$ cat src/hw/vla_params.svh
// Constants for the vector length and load/store access block
`ifndef VLA_PARAMS_SVH
`define VLA_PARAMS_SVH
`define VLA_LEN_W        4
`define VLA_LEN_ZERO     4'h0
`define VLA_LEN_FULL     4'hf
`define VLA_CHUNK_BITS   128
`define VLA_NUM_LEVELS   3
`define VLA_IDX_W        9
`define VLA_VREG_MASK    64'h000000000000000f
`define VLA_PREG_MASK    64'h0000000000000001
`define VLA_SP_MASK      64'h000000000000000f
`define VLA_VREG_BYTES   9'h010
`define VLA_PREG_BYTES   9'h002
`define VLA_BYTE_SIZE    2'h0
`define VLA_BYTE_MASK    64'h00000000000000ff
`endif

$ cat src/hw/vla_pkg.sv
// Types shared by the vector length and load/store access block
package vla_pkg;
`include "vla_params.svh"

    typedef enum logic [2:0] {
        ST_IDLE = 3'b001,
        ST_RUN  = 3'b010,
        ST_WAIT = 3'b100
    } vla_state_e;

    typedef enum logic [1:0] {
        KIND_ELEM = 2'h0,
        KIND_VREG = 2'h1,
        KIND_PREG = 2'h2
    } vla_kind_e;

    typedef struct packed {
        vla_state_e            state;
        logic [3:0]            eff_len;
        logic [15:0]           acc_mask;
        logic [15:0]           grow_zero;
        logic                  preserve;
        vla_kind_e             kind;
        logic                  store;
        logic                  chk;
        logic                  big_end;
        logic                  sgn;
        logic [1:0]            msize;
        logic [1:0]            esize;
        logic [63:0]           base;
        logic [8:0]            idx;
        logic [8:0]            count;
        logic                  req_ready;
        logic                  mem_req;
        logic                  mem_we;
        logic [63:0]           mem_addr;
        logic [1:0]            mem_size;
        logic                  mem_atomic;
        logic [63:0]           mem_wdata;
        logic                  ld_valid;
        logic [63:0]           ld_data;
        logic                  fault;
        logic                  done;
    } vla_state_s;
endpackage

$ cat src/hw/vla_top.sv
// Effective vector length and vector load/store element sequencer
`timescale 1ns/100ps
module vla_top
    import vla_pkg::*;
#(
    parameter logic [3:0]  MAX_LEN  = 4'hf,
    parameter logic [15:0] SUP_MASK = 16'h808b
) (
    input  wire logic        clk_sys,
    input  wire logic        reset,
    input  wire logic [1:0]  cur_level,
    input  wire logic [3:0]  length_limit_field_el1,
    input  wire logic [3:0]  length_limit_field_el2,
    input  wire logic [3:0]  length_limit_field_el3,
    input  wire logic [3:0]  level_vec_off,
    input  wire logic        lower_levels_off,
    input  wire logic        zero_on_grow,
    input  wire logic        alignment_check_bit,
    input  wire logic        sp_align_check,
    input  wire logic        big_endian,
    input  wire logic        req_valid,
    input  wire logic [1:0]  req_kind,
    input  wire logic        req_store,
    input  wire logic        req_device,
    input  wire logic        req_sp_base,
    input  wire logic        req_signed,
    input  wire logic [1:0]  req_msize,
    input  wire logic [1:0]  req_esize,
    input  wire logic [8:0]  req_nelem,
    input  wire logic [63:0] req_addr,
    input  wire logic        elem_active,
    input  wire logic [63:0] st_data,
    input  wire logic        mem_ack,
    input  wire logic [63:0] mem_rdata,
    output logic [3:0]       eff_len,
    output logic [15:0]      acc_mask,
    output logic [15:0]      grow_zero,
    output logic             preserve_state,
    output logic             req_ready,
    output logic [8:0]       elem_idx,
    output logic             mem_req,
    output logic             mem_we,
    output logic [63:0]      mem_addr,
    output logic [1:0]       mem_size,
    output logic             mem_atomic,
    output logic [63:0]      mem_wdata,
    output logic             ld_valid,
    output logic [63:0]      ld_data,
    output logic             align_fault,
    output logic             req_done
);
`include "vla_params.svh"

    ////////////////////////////////////////////////////////////////////////
    // Helper functions

    // Low address bits that must be zero for a size of 1 << sz bytes
    function automatic logic [63:0] size_mask(input logic [1:0] sz);
        size_mask = (64'h1 << sz) - 64'h1;
    endfunction

    // Keep only the low 1 << sz bytes
    function automatic logic [63:0] trunc(input logic [63:0] d,
                                          input logic [1:0]  sz);
        logic [63:0] m;
        m     = (sz == 2'h3) ? ~64'h0 : ((64'h1 << (8 << sz)) - 64'h1);
        trunc = d & m;
    endfunction

    // Reverse the bytes inside a 1 << sz byte item
    function automatic logic [63:0] bswap(input logic [63:0] d,
                                          input logic [1:0]  sz);
        int n;
        bswap = 64'h0;
        n     = 1 << sz;
        for (int i = 0; i < 8; i++) begin
            if (i < n) begin
                bswap[i*8 +: 8] = d[(n - 1 - i)*8 +: 8];
            end
        end
    endfunction

    // Sign or zero extend from memory size, then clip to element size
    function automatic logic [63:0] extend(input logic [63:0] d,
                                           input logic [1:0]  msz,
                                           input logic [1:0]  esz,
                                           input logic        sgn);
        logic [63:0] m;
        logic        top;
        m      = trunc(~64'h0, msz);
        top    = d[(8 << msz) - 1];
        extend = (d & m) | ((sgn && top) ? ~m : 64'h0);
        extend = trunc(extend, esz);
    endfunction

    // One bit per accessible 128-bit chunk
    function automatic logic [15:0] chunks(input logic [3:0] len);
        chunks = 16'((17'h2 << len) - 17'h1);
    endfunction

    ////////////////////////////////////////////////////////////////////////
    // State

    vla_state_s state_reg;
    vla_state_s state_next;

    logic [3:0]  field_eff [1:`VLA_NUM_LEVELS];
    logic [3:0]  cap;
    logic [3:0]  len_sel;
    logic [63:0] el_addr;
    logic        el_mis;
    logic        base_bad;
    logic        chk_now;
    logic [8:0]  cnt_now;

    ////////////////////////////////////////////////////////////////////////
    // Next-state logic
    always_comb begin
        state_next           = state_reg;
        state_next.ld_valid  = 1'b0;
        state_next.fault     = 1'b0;
        state_next.done      = 1'b0;
        state_next.grow_zero = 16'h0;

        // Disabled, trapped or 32-bit levels behave as field zero
        field_eff[1] = level_vec_off[1] ? `VLA_LEN_ZERO
                                        : length_limit_field_el1;
        field_eff[2] = level_vec_off[2] ? `VLA_LEN_ZERO
                                        : length_limit_field_el2;
        field_eff[3] = level_vec_off[3] ? `VLA_LEN_ZERO
                                        : length_limit_field_el3;

        // Tightest cap of the current level and all above it
        cap = MAX_LEN;
        for (int l = 1; l <= `VLA_NUM_LEVELS; l++) begin
            if (l >= int'(cur_level) && field_eff[l] < cap) begin
                cap = field_eff[l];
            end
        end

        // Largest supported length not above the cap; fields untouched
        len_sel = `VLA_LEN_ZERO;
        for (int i = 0; i <= int'(`VLA_LEN_FULL); i++) begin
            if (4'(i) <= cap && SUP_MASK[i]) begin
                len_sel = 4'(i);
            end
        end
        // Visible the cycle after the field changes, no barrier needed
        state_next.eff_len  = len_sel;
        state_next.acc_mask = chunks(len_sel);
        if (len_sel > state_reg.eff_len && zero_on_grow) begin
            state_next.grow_zero = chunks(len_sel)
                                 & ~chunks(state_reg.eff_len);
        end
        state_next.preserve = lower_levels_off;

        // Checks for the request offered in this cycle
        chk_now  = alignment_check_bit | req_device;
        base_bad = 1'b0;
        if (chk_now && req_kind == KIND_VREG) begin
            base_bad = |(req_addr & `VLA_VREG_MASK);
        end
        if (chk_now && req_kind == KIND_PREG) begin
            base_bad = |(req_addr & `VLA_PREG_MASK);
        end
        if (req_sp_base && sp_align_check &&
            |(req_addr & `VLA_SP_MASK)) begin
            base_bad = 1'b1;
        end
        unique case (req_kind)
            KIND_VREG: cnt_now = `VLA_VREG_BYTES
                               * (9'(state_reg.eff_len) + 9'h1);
            KIND_PREG: cnt_now = `VLA_PREG_BYTES
                               * (9'(state_reg.eff_len) + 9'h1);
            default:   cnt_now = req_nelem;
        endcase

        // Address of the current element
        if (state_reg.kind == KIND_ELEM) begin
            el_addr = state_reg.base
                    + (64'(state_reg.idx) << state_reg.msize);
        end else begin
            el_addr = state_reg.base + 64'(state_reg.idx);
        end
        el_mis = |(el_addr & size_mask(state_reg.msize));

        // Element sequencer
        unique case (state_reg.state)
            ST_IDLE: begin
                if (req_valid && state_reg.req_ready) begin
                    state_next.kind    = vla_kind_e'(req_kind);
                    state_next.store   = req_store;
                    state_next.chk     = chk_now;
                    state_next.big_end = big_endian;
                    state_next.sgn     = req_signed;
                    state_next.msize   = (req_kind == KIND_ELEM)
                                       ? req_msize : `VLA_BYTE_SIZE;
                    state_next.esize   = req_esize;
                    state_next.base    = req_addr;
                    state_next.idx     = 9'h0;
                    state_next.count   = cnt_now;
                    if (base_bad) begin
                        state_next.fault = 1'b1;
                        state_next.done  = 1'b1;
                    end else if (cnt_now == 9'h0) begin
                        state_next.done = 1'b1;
                    end else begin
                        state_next.state     = ST_RUN;
                        state_next.req_ready = 1'b0;
                    end
                end
            end
            ST_RUN: begin
                if (state_reg.idx == state_reg.count) begin
                    state_next.done      = 1'b1;
                    state_next.state     = ST_IDLE;
                    state_next.req_ready = 1'b1;
                end else if (state_reg.kind == KIND_ELEM && !elem_active) begin
                    state_next.idx = state_reg.idx + 9'h1;
                end else if (state_reg.kind == KIND_ELEM &&
                             state_reg.chk && el_mis) begin
                    state_next.fault     = 1'b1;
                    state_next.done      = 1'b1;
                    state_next.state     = ST_IDLE;
                    state_next.req_ready = 1'b1;
                end else begin
                    state_next.mem_req  = 1'b1;
                    state_next.mem_we   = state_reg.store;
                    state_next.mem_addr = el_addr;
                    state_next.mem_size = state_reg.msize;
                    // Single access; atomic when aligned or one byte
                    state_next.mem_atomic = !el_mis;
                    if (state_reg.kind != KIND_ELEM) begin
                        state_next.mem_wdata = st_data
                                             & `VLA_BYTE_MASK;
                    end else if (state_reg.big_end) begin
                        state_next.mem_wdata = bswap(trunc(st_data,
                            state_reg.msize), state_reg.msize);
                    end else begin
                        state_next.mem_wdata = trunc(st_data,
                                                     state_reg.msize);
                    end
                    state_next.state = ST_WAIT;
                end
            end
            ST_WAIT: begin
                if (mem_ack) begin
                    state_next.mem_req = 1'b0;
                    state_next.idx     = state_reg.idx + 9'h1;
                    state_next.state   = ST_RUN;
                    if (!state_reg.store) begin
                        state_next.ld_valid = 1'b1;
                        if (state_reg.kind != KIND_ELEM) begin
                            state_next.ld_data = mem_rdata
                                               & `VLA_BYTE_MASK;
                        end else if (state_reg.big_end) begin
                            state_next.ld_data = extend(bswap(mem_rdata,
                                state_reg.msize), state_reg.msize,
                                state_reg.esize, state_reg.sgn);
                        end else begin
                            state_next.ld_data = extend(mem_rdata,
                                state_reg.msize, state_reg.esize,
                                state_reg.sgn);
                        end
                    end
                end
            end
            default: begin
                state_next.state     = ST_IDLE;
                state_next.req_ready = 1'b1;
                state_next.mem_req   = 1'b0;
            end
        endcase
    end

    ////////////////////////////////////////////////////////////////////////
    // State register
    always_ff @(posedge clk_sys) begin
        if (reset) begin
            state_reg           <= '0;
            state_reg.state     <= ST_IDLE;
            state_reg.kind      <= KIND_ELEM;
            state_reg.req_ready <= 1'b1;
        end else begin
            state_reg <= state_next;
        end
    end

    ////////////////////////////////////////////////////////////////////////
    // Outputs straight from the state register
    assign eff_len        = state_reg.eff_len;
    assign acc_mask       = state_reg.acc_mask;
    assign grow_zero      = state_reg.grow_zero;
    assign preserve_state = state_reg.preserve;
    assign req_ready      = state_reg.req_ready;
    assign elem_idx       = state_reg.idx;
    assign mem_req        = state_reg.mem_req;
    assign mem_we         = state_reg.mem_we;
    assign mem_addr       = state_reg.mem_addr;
    assign mem_size       = state_reg.mem_size;
    assign mem_atomic     = state_reg.mem_atomic;
    assign mem_wdata      = state_reg.mem_wdata;
    assign ld_valid       = state_reg.ld_valid;
    assign ld_data        = state_reg.ld_data;
    assign align_fault    = state_reg.fault;
    assign req_done       = state_reg.done;

endmodule // vla_top

$ cat config.mk
export PLATFORM = sky130hd
export DESIGN_NAME = vla_top
export DESIGN_NICKNAME = d
export VERILOG_FILES = /design/src/hw/vla_pkg.sv /design/src/hw/vla_top.sv
export VERILOG_INCLUDE_DIRS = /design/src /design/src/hw
export SDC_FILE = /design/constraint.sdc
export NUM_CORES = 1
export LEC_CHECK = 0
export BUFFER_PORTS_ARGS = -buffer_cell sky130_fd_sc_hd__buf_2
export CAP_MARGIN = 10
export CORE_MARGIN = 4
export CORE_UTILIZATION = 25
export CTS_BUF_LIST = sky130_fd_sc_hd__clkbuf_4 sky130_fd_sc_hd__clkbuf_8
export DETAILED_ROUTE_END_ITERATION = 16
export PLACE_DENSITY_LB_ADDON = 0.05
export REMOVE_ABC_BUFFERS = 1
export SKIP_CTS_REPAIR_TIMING = 1
export SLEW_MARGIN = 20
export SYNTH_ARGS = -nofsm -noshare
export SYNTH_HDL_FRONTEND = slang
export SYNTH_SLANG_ARGS = --single-unit
export TNS_END_PERCENT = 50
$ cat constraint.sdc
create_clock -name clk_sys -period 6.9 [get_ports clk_sys]
set_clock_uncertainty 0.15 [all_clocks]
set_input_delay 0.69 -clock clk_sys [delete_from_list [all_inputs] [get_ports clk_sys]]
set_output_delay 0.69 -clock clk_sys [all_outputs]
set_load 0.03 [all_outputs]
==> impl_metrics.env <==
export IMPL_yosys_top_cells_area="dfxtp_1 (27%), buf_4 (8.0%), nand2_1 (7.2%)"
export IMPL_ir_worst_vdd_v=0.000149
export IMPL_combPwrFrac_pct=34.0
export IMPL_cts_buffer_depth=3
export IMPL_ys_seq_area_share_pct=27.2
export IMPL_yosysMostFrequentCell="nand2_1"
export IMPL_antenna_found_initial=21
export IMPL_ys_flop_type="dfxtp_1"
export IMPL_syn_avg_cell_area_um2=7.86
export IMPL_fillers=10300
export IMPL_worstPathMaxFanout=55
export IMPL_nNetsFinal=3398
export IMPL_clock_root_buffer="clkbuf_8"
export IMPL_finalCritPeriodShare_pct=88.8
export IMPL_synth_top_cell_by_area="dfxtp_1"
export IMPL_async_flop_share_pct=0
export IMPL_ios=486
export IMPL_synth_common_cells="nand2_1 (448), dfxtp_1 (320), a21oi_1 (293)"
export IMPL_setup_ws_ns=0.771
export IMPL_path_common_cell="a21oi_1"
export IMPL_start_kind="register"
export IMPL_route_final_wire_length_um=107000
export IMPL_dpl_hpwl_um=74800
export IMPL_drt_iter0_markers=1645
export IMPL_tightestPinTransition_ns=1.18
export IMPL_synth_top_area_share_pct=27.2
export IMPL_drv_slew=0
export IMPL_finalCriticalPeriod_ns=6.13
export IMPL_grt_usage_pct=20.9
export IMPL_dieArea_um2=99000
export IMPL_rrSetupSlack_ns=0.77
export IMPL_critPathCaptureType="register"
export IMPL_slew_limit_headroom_pct=21.6
export IMPL_grt_overflow_total=0
export IMPL_rsz0062_at_grt="false"
export IMPL_required_ns=7.32
export IMPL_htree_levels=3
export IMPL_grt_pass1_wl_um=157000
export IMPL_p_sw_share_pct=39.6
export IMPL_synth_edf_count=0
export IMPL_clock_latency_ns=0.68
export IMPL_synth_cells=2991
export IMPL_gp_congestion=0.837
export IMPL_routedWlPerCell_um=24.2
export IMPL_largest_register_ffs=86
export IMPL_routed_via_density=5.22
export IMPL_internal_power_mw=4.22
export IMPL_rows=112
export IMPL_crit_slowest_cell="o21ai_0"
export IMPL_ant_nets=0
export IMPL_fp_dieW_um=315
export IMPL_p_per_area_nw_per_um2=261
export IMPL_max_freq_ghz=0.163
export IMPL_setup_viol=0
export IMPL_critical_path_class="register to register"
export IMPL_core_um2=93300
export IMPL_p_switching_mw=2.77
export IMPL_drive_gt1_share_pct=25.8
export IMPL_cts_tree="yes"
export IMPL_grt_max_degree=148
export IMPL_status="finished clean"
export IMPL_yosys_warnings=0
export IMPL_syn_to_final_growth_pct=14.2
export IMPL_start_util_pct=25.2
export IMPL_p_clk_share_pct=33.5
export IMPL_syn_area_um2=23500
export IMPL_port_buffers=483
export IMPL_cap_violations=0
export IMPL_min_path_type="input pin to register"
export IMPL_vias=23100
export IMPL_cp_slowest_stage_delay_ns=0.79
export IMPL_drc=0
export IMPL_clkSinkCount=320
export IMPL_synth_seq_cells=320
export IMPL_die_height_um=315
export IMPL_hold_viol_final=0
export IMPL_cts_inserted_buffers=72
export IMPL_pre_cts_slack_ns=0.726
export IMPL_seqPwrFrac_pct=32.5
export IMPL_path_clk_slew_ns=0.05
export IMPL_path_cells="inv_1 -> a21oi_1 -> nor2_1 -> a21oi_1 -> ha_1 -> nand3_1 -> nor2_1 -> o211ai_1 -> o21ai_0 -> and3_1 -> a31oi_1 -> nor4_1 -> a41o_1 -> a21bo_4 -> buf_12 -> a21oi_1 -> a211oi_1"
export IMPL_p_leak_nw=10.3
export IMPL_cp_arrival_ns=6.55
export IMPL_grt_pass1_vias=23300
export IMPL_ys_types=83
export IMPL_dr_pass1_iters=5
export IMPL_tns_ns=0
==> cell type report <==
type | count | area (um^2) | area share, %
Antenna cell | 12 | 30.0 | 0.112
Clock buffer | 108 | 1360 | 5.07
Clock inverter | 12 | 155 | 0.578
Inverter | 42 | 158 | 0.587
Multi-Input combinational cell | 2140 | 14300 | 53.2
Sequential cell | 320 | 6410 | 23.9
Tap cell | 1254 | 1570 | 5.85
Timing Repair Buffer | 538 | 2890 | 10.8
==> final timing paths <==
check / endpoint / start / depth (start not counted)
max: mem_addr[42] / state_reg[285] / 17
min: preserve_state / lower_levels_off / 2
max reg2reg: mem_addr[42] / state_reg[285] / 17
min reg2reg: mem_wdata[50] / mem_wdata[50] / 2
==> through the flow <==
stage,util (%),cell area (um^2),std cells,hold WS [ns],power [mW]
floorplan,-,20700,2502,0.285,3.79
global placement,27.1,25300,4294,0.289,4.70
detailed placement,27.1,25300,4294,0.290,4.71
CTS,28.7,26800,4414,-0.0236,7.14
global route,28.8,26800,4424,0.0459,7.45
finish,28.8,26800,4426,0.0746,6.99
==> cells by family after synthesis <==
kind of cell / count (synthesis) / synth area share [%]
simple gates: 948 / 18.1
compound gates: 811 / 21.6
xor+xnor: 87 / 3.24
other cells: 1 / 0.0159
buf+inv: 531 / 12.6
mux: 248 / 14.7
fa+ha+maj: 45 / 2.43
flops: 320 / 27.2
==> power by group through the flow <==
stage	clock, mW	sequential [mW]	combinational, mW
after floorplan	0	2.33	1.46
after global placement	0	2.31	2.40
after detailed placement	0	2.31	2.40
after CTS	2.46	2.27	2.41
after global routing	2.53	2.30	2.62
final	2.35	2.27	2.38
==> cell usage in the layout (no fill, tap or decap), drive strengths merged, types with 12 or more instances in the layout <==
cell type	instances
buf	537
nand2	448
dfxtp	320
a21oi	293
nor2	180
o21ai	143
mux2i	132
clkbuf	109
a211oi	79
nor3	77
nand3	76
mux4	74
o211ai	63
xnor2	45
ha	44
mux2	42
xor2	42
inv	40
o22ai	33
a22oi	29
nor4	28
a31oi	26
nor2b	24
nand4	21
o41ai	17
nand2b	16
and3	15
a221oi	15
and2	13
diode	12
==> critical path: cells and delay by family (launching register included) <==
kind                     cells  cell delay [ns]
AND/OR/NAND/NOR              5             1.33
buffers and inverters        2             0.68
adder cells (fa/ha/maj)      1             0.27
AO/OA/AOI/OAI                9             2.85
flip-flops                   1             0.69
==> metal layers <==
metal	vias to the layer above	global-route usage, %	part of all wire (%)
met4	12	7.16	2.9
met5	-	0	0.071
met3	171	4.91	7.4
li1	10800	-	-
met1	11200	26.7	43
met2	893	34.7	47
No activity file was read; power rests on OpenSTA's default activity.
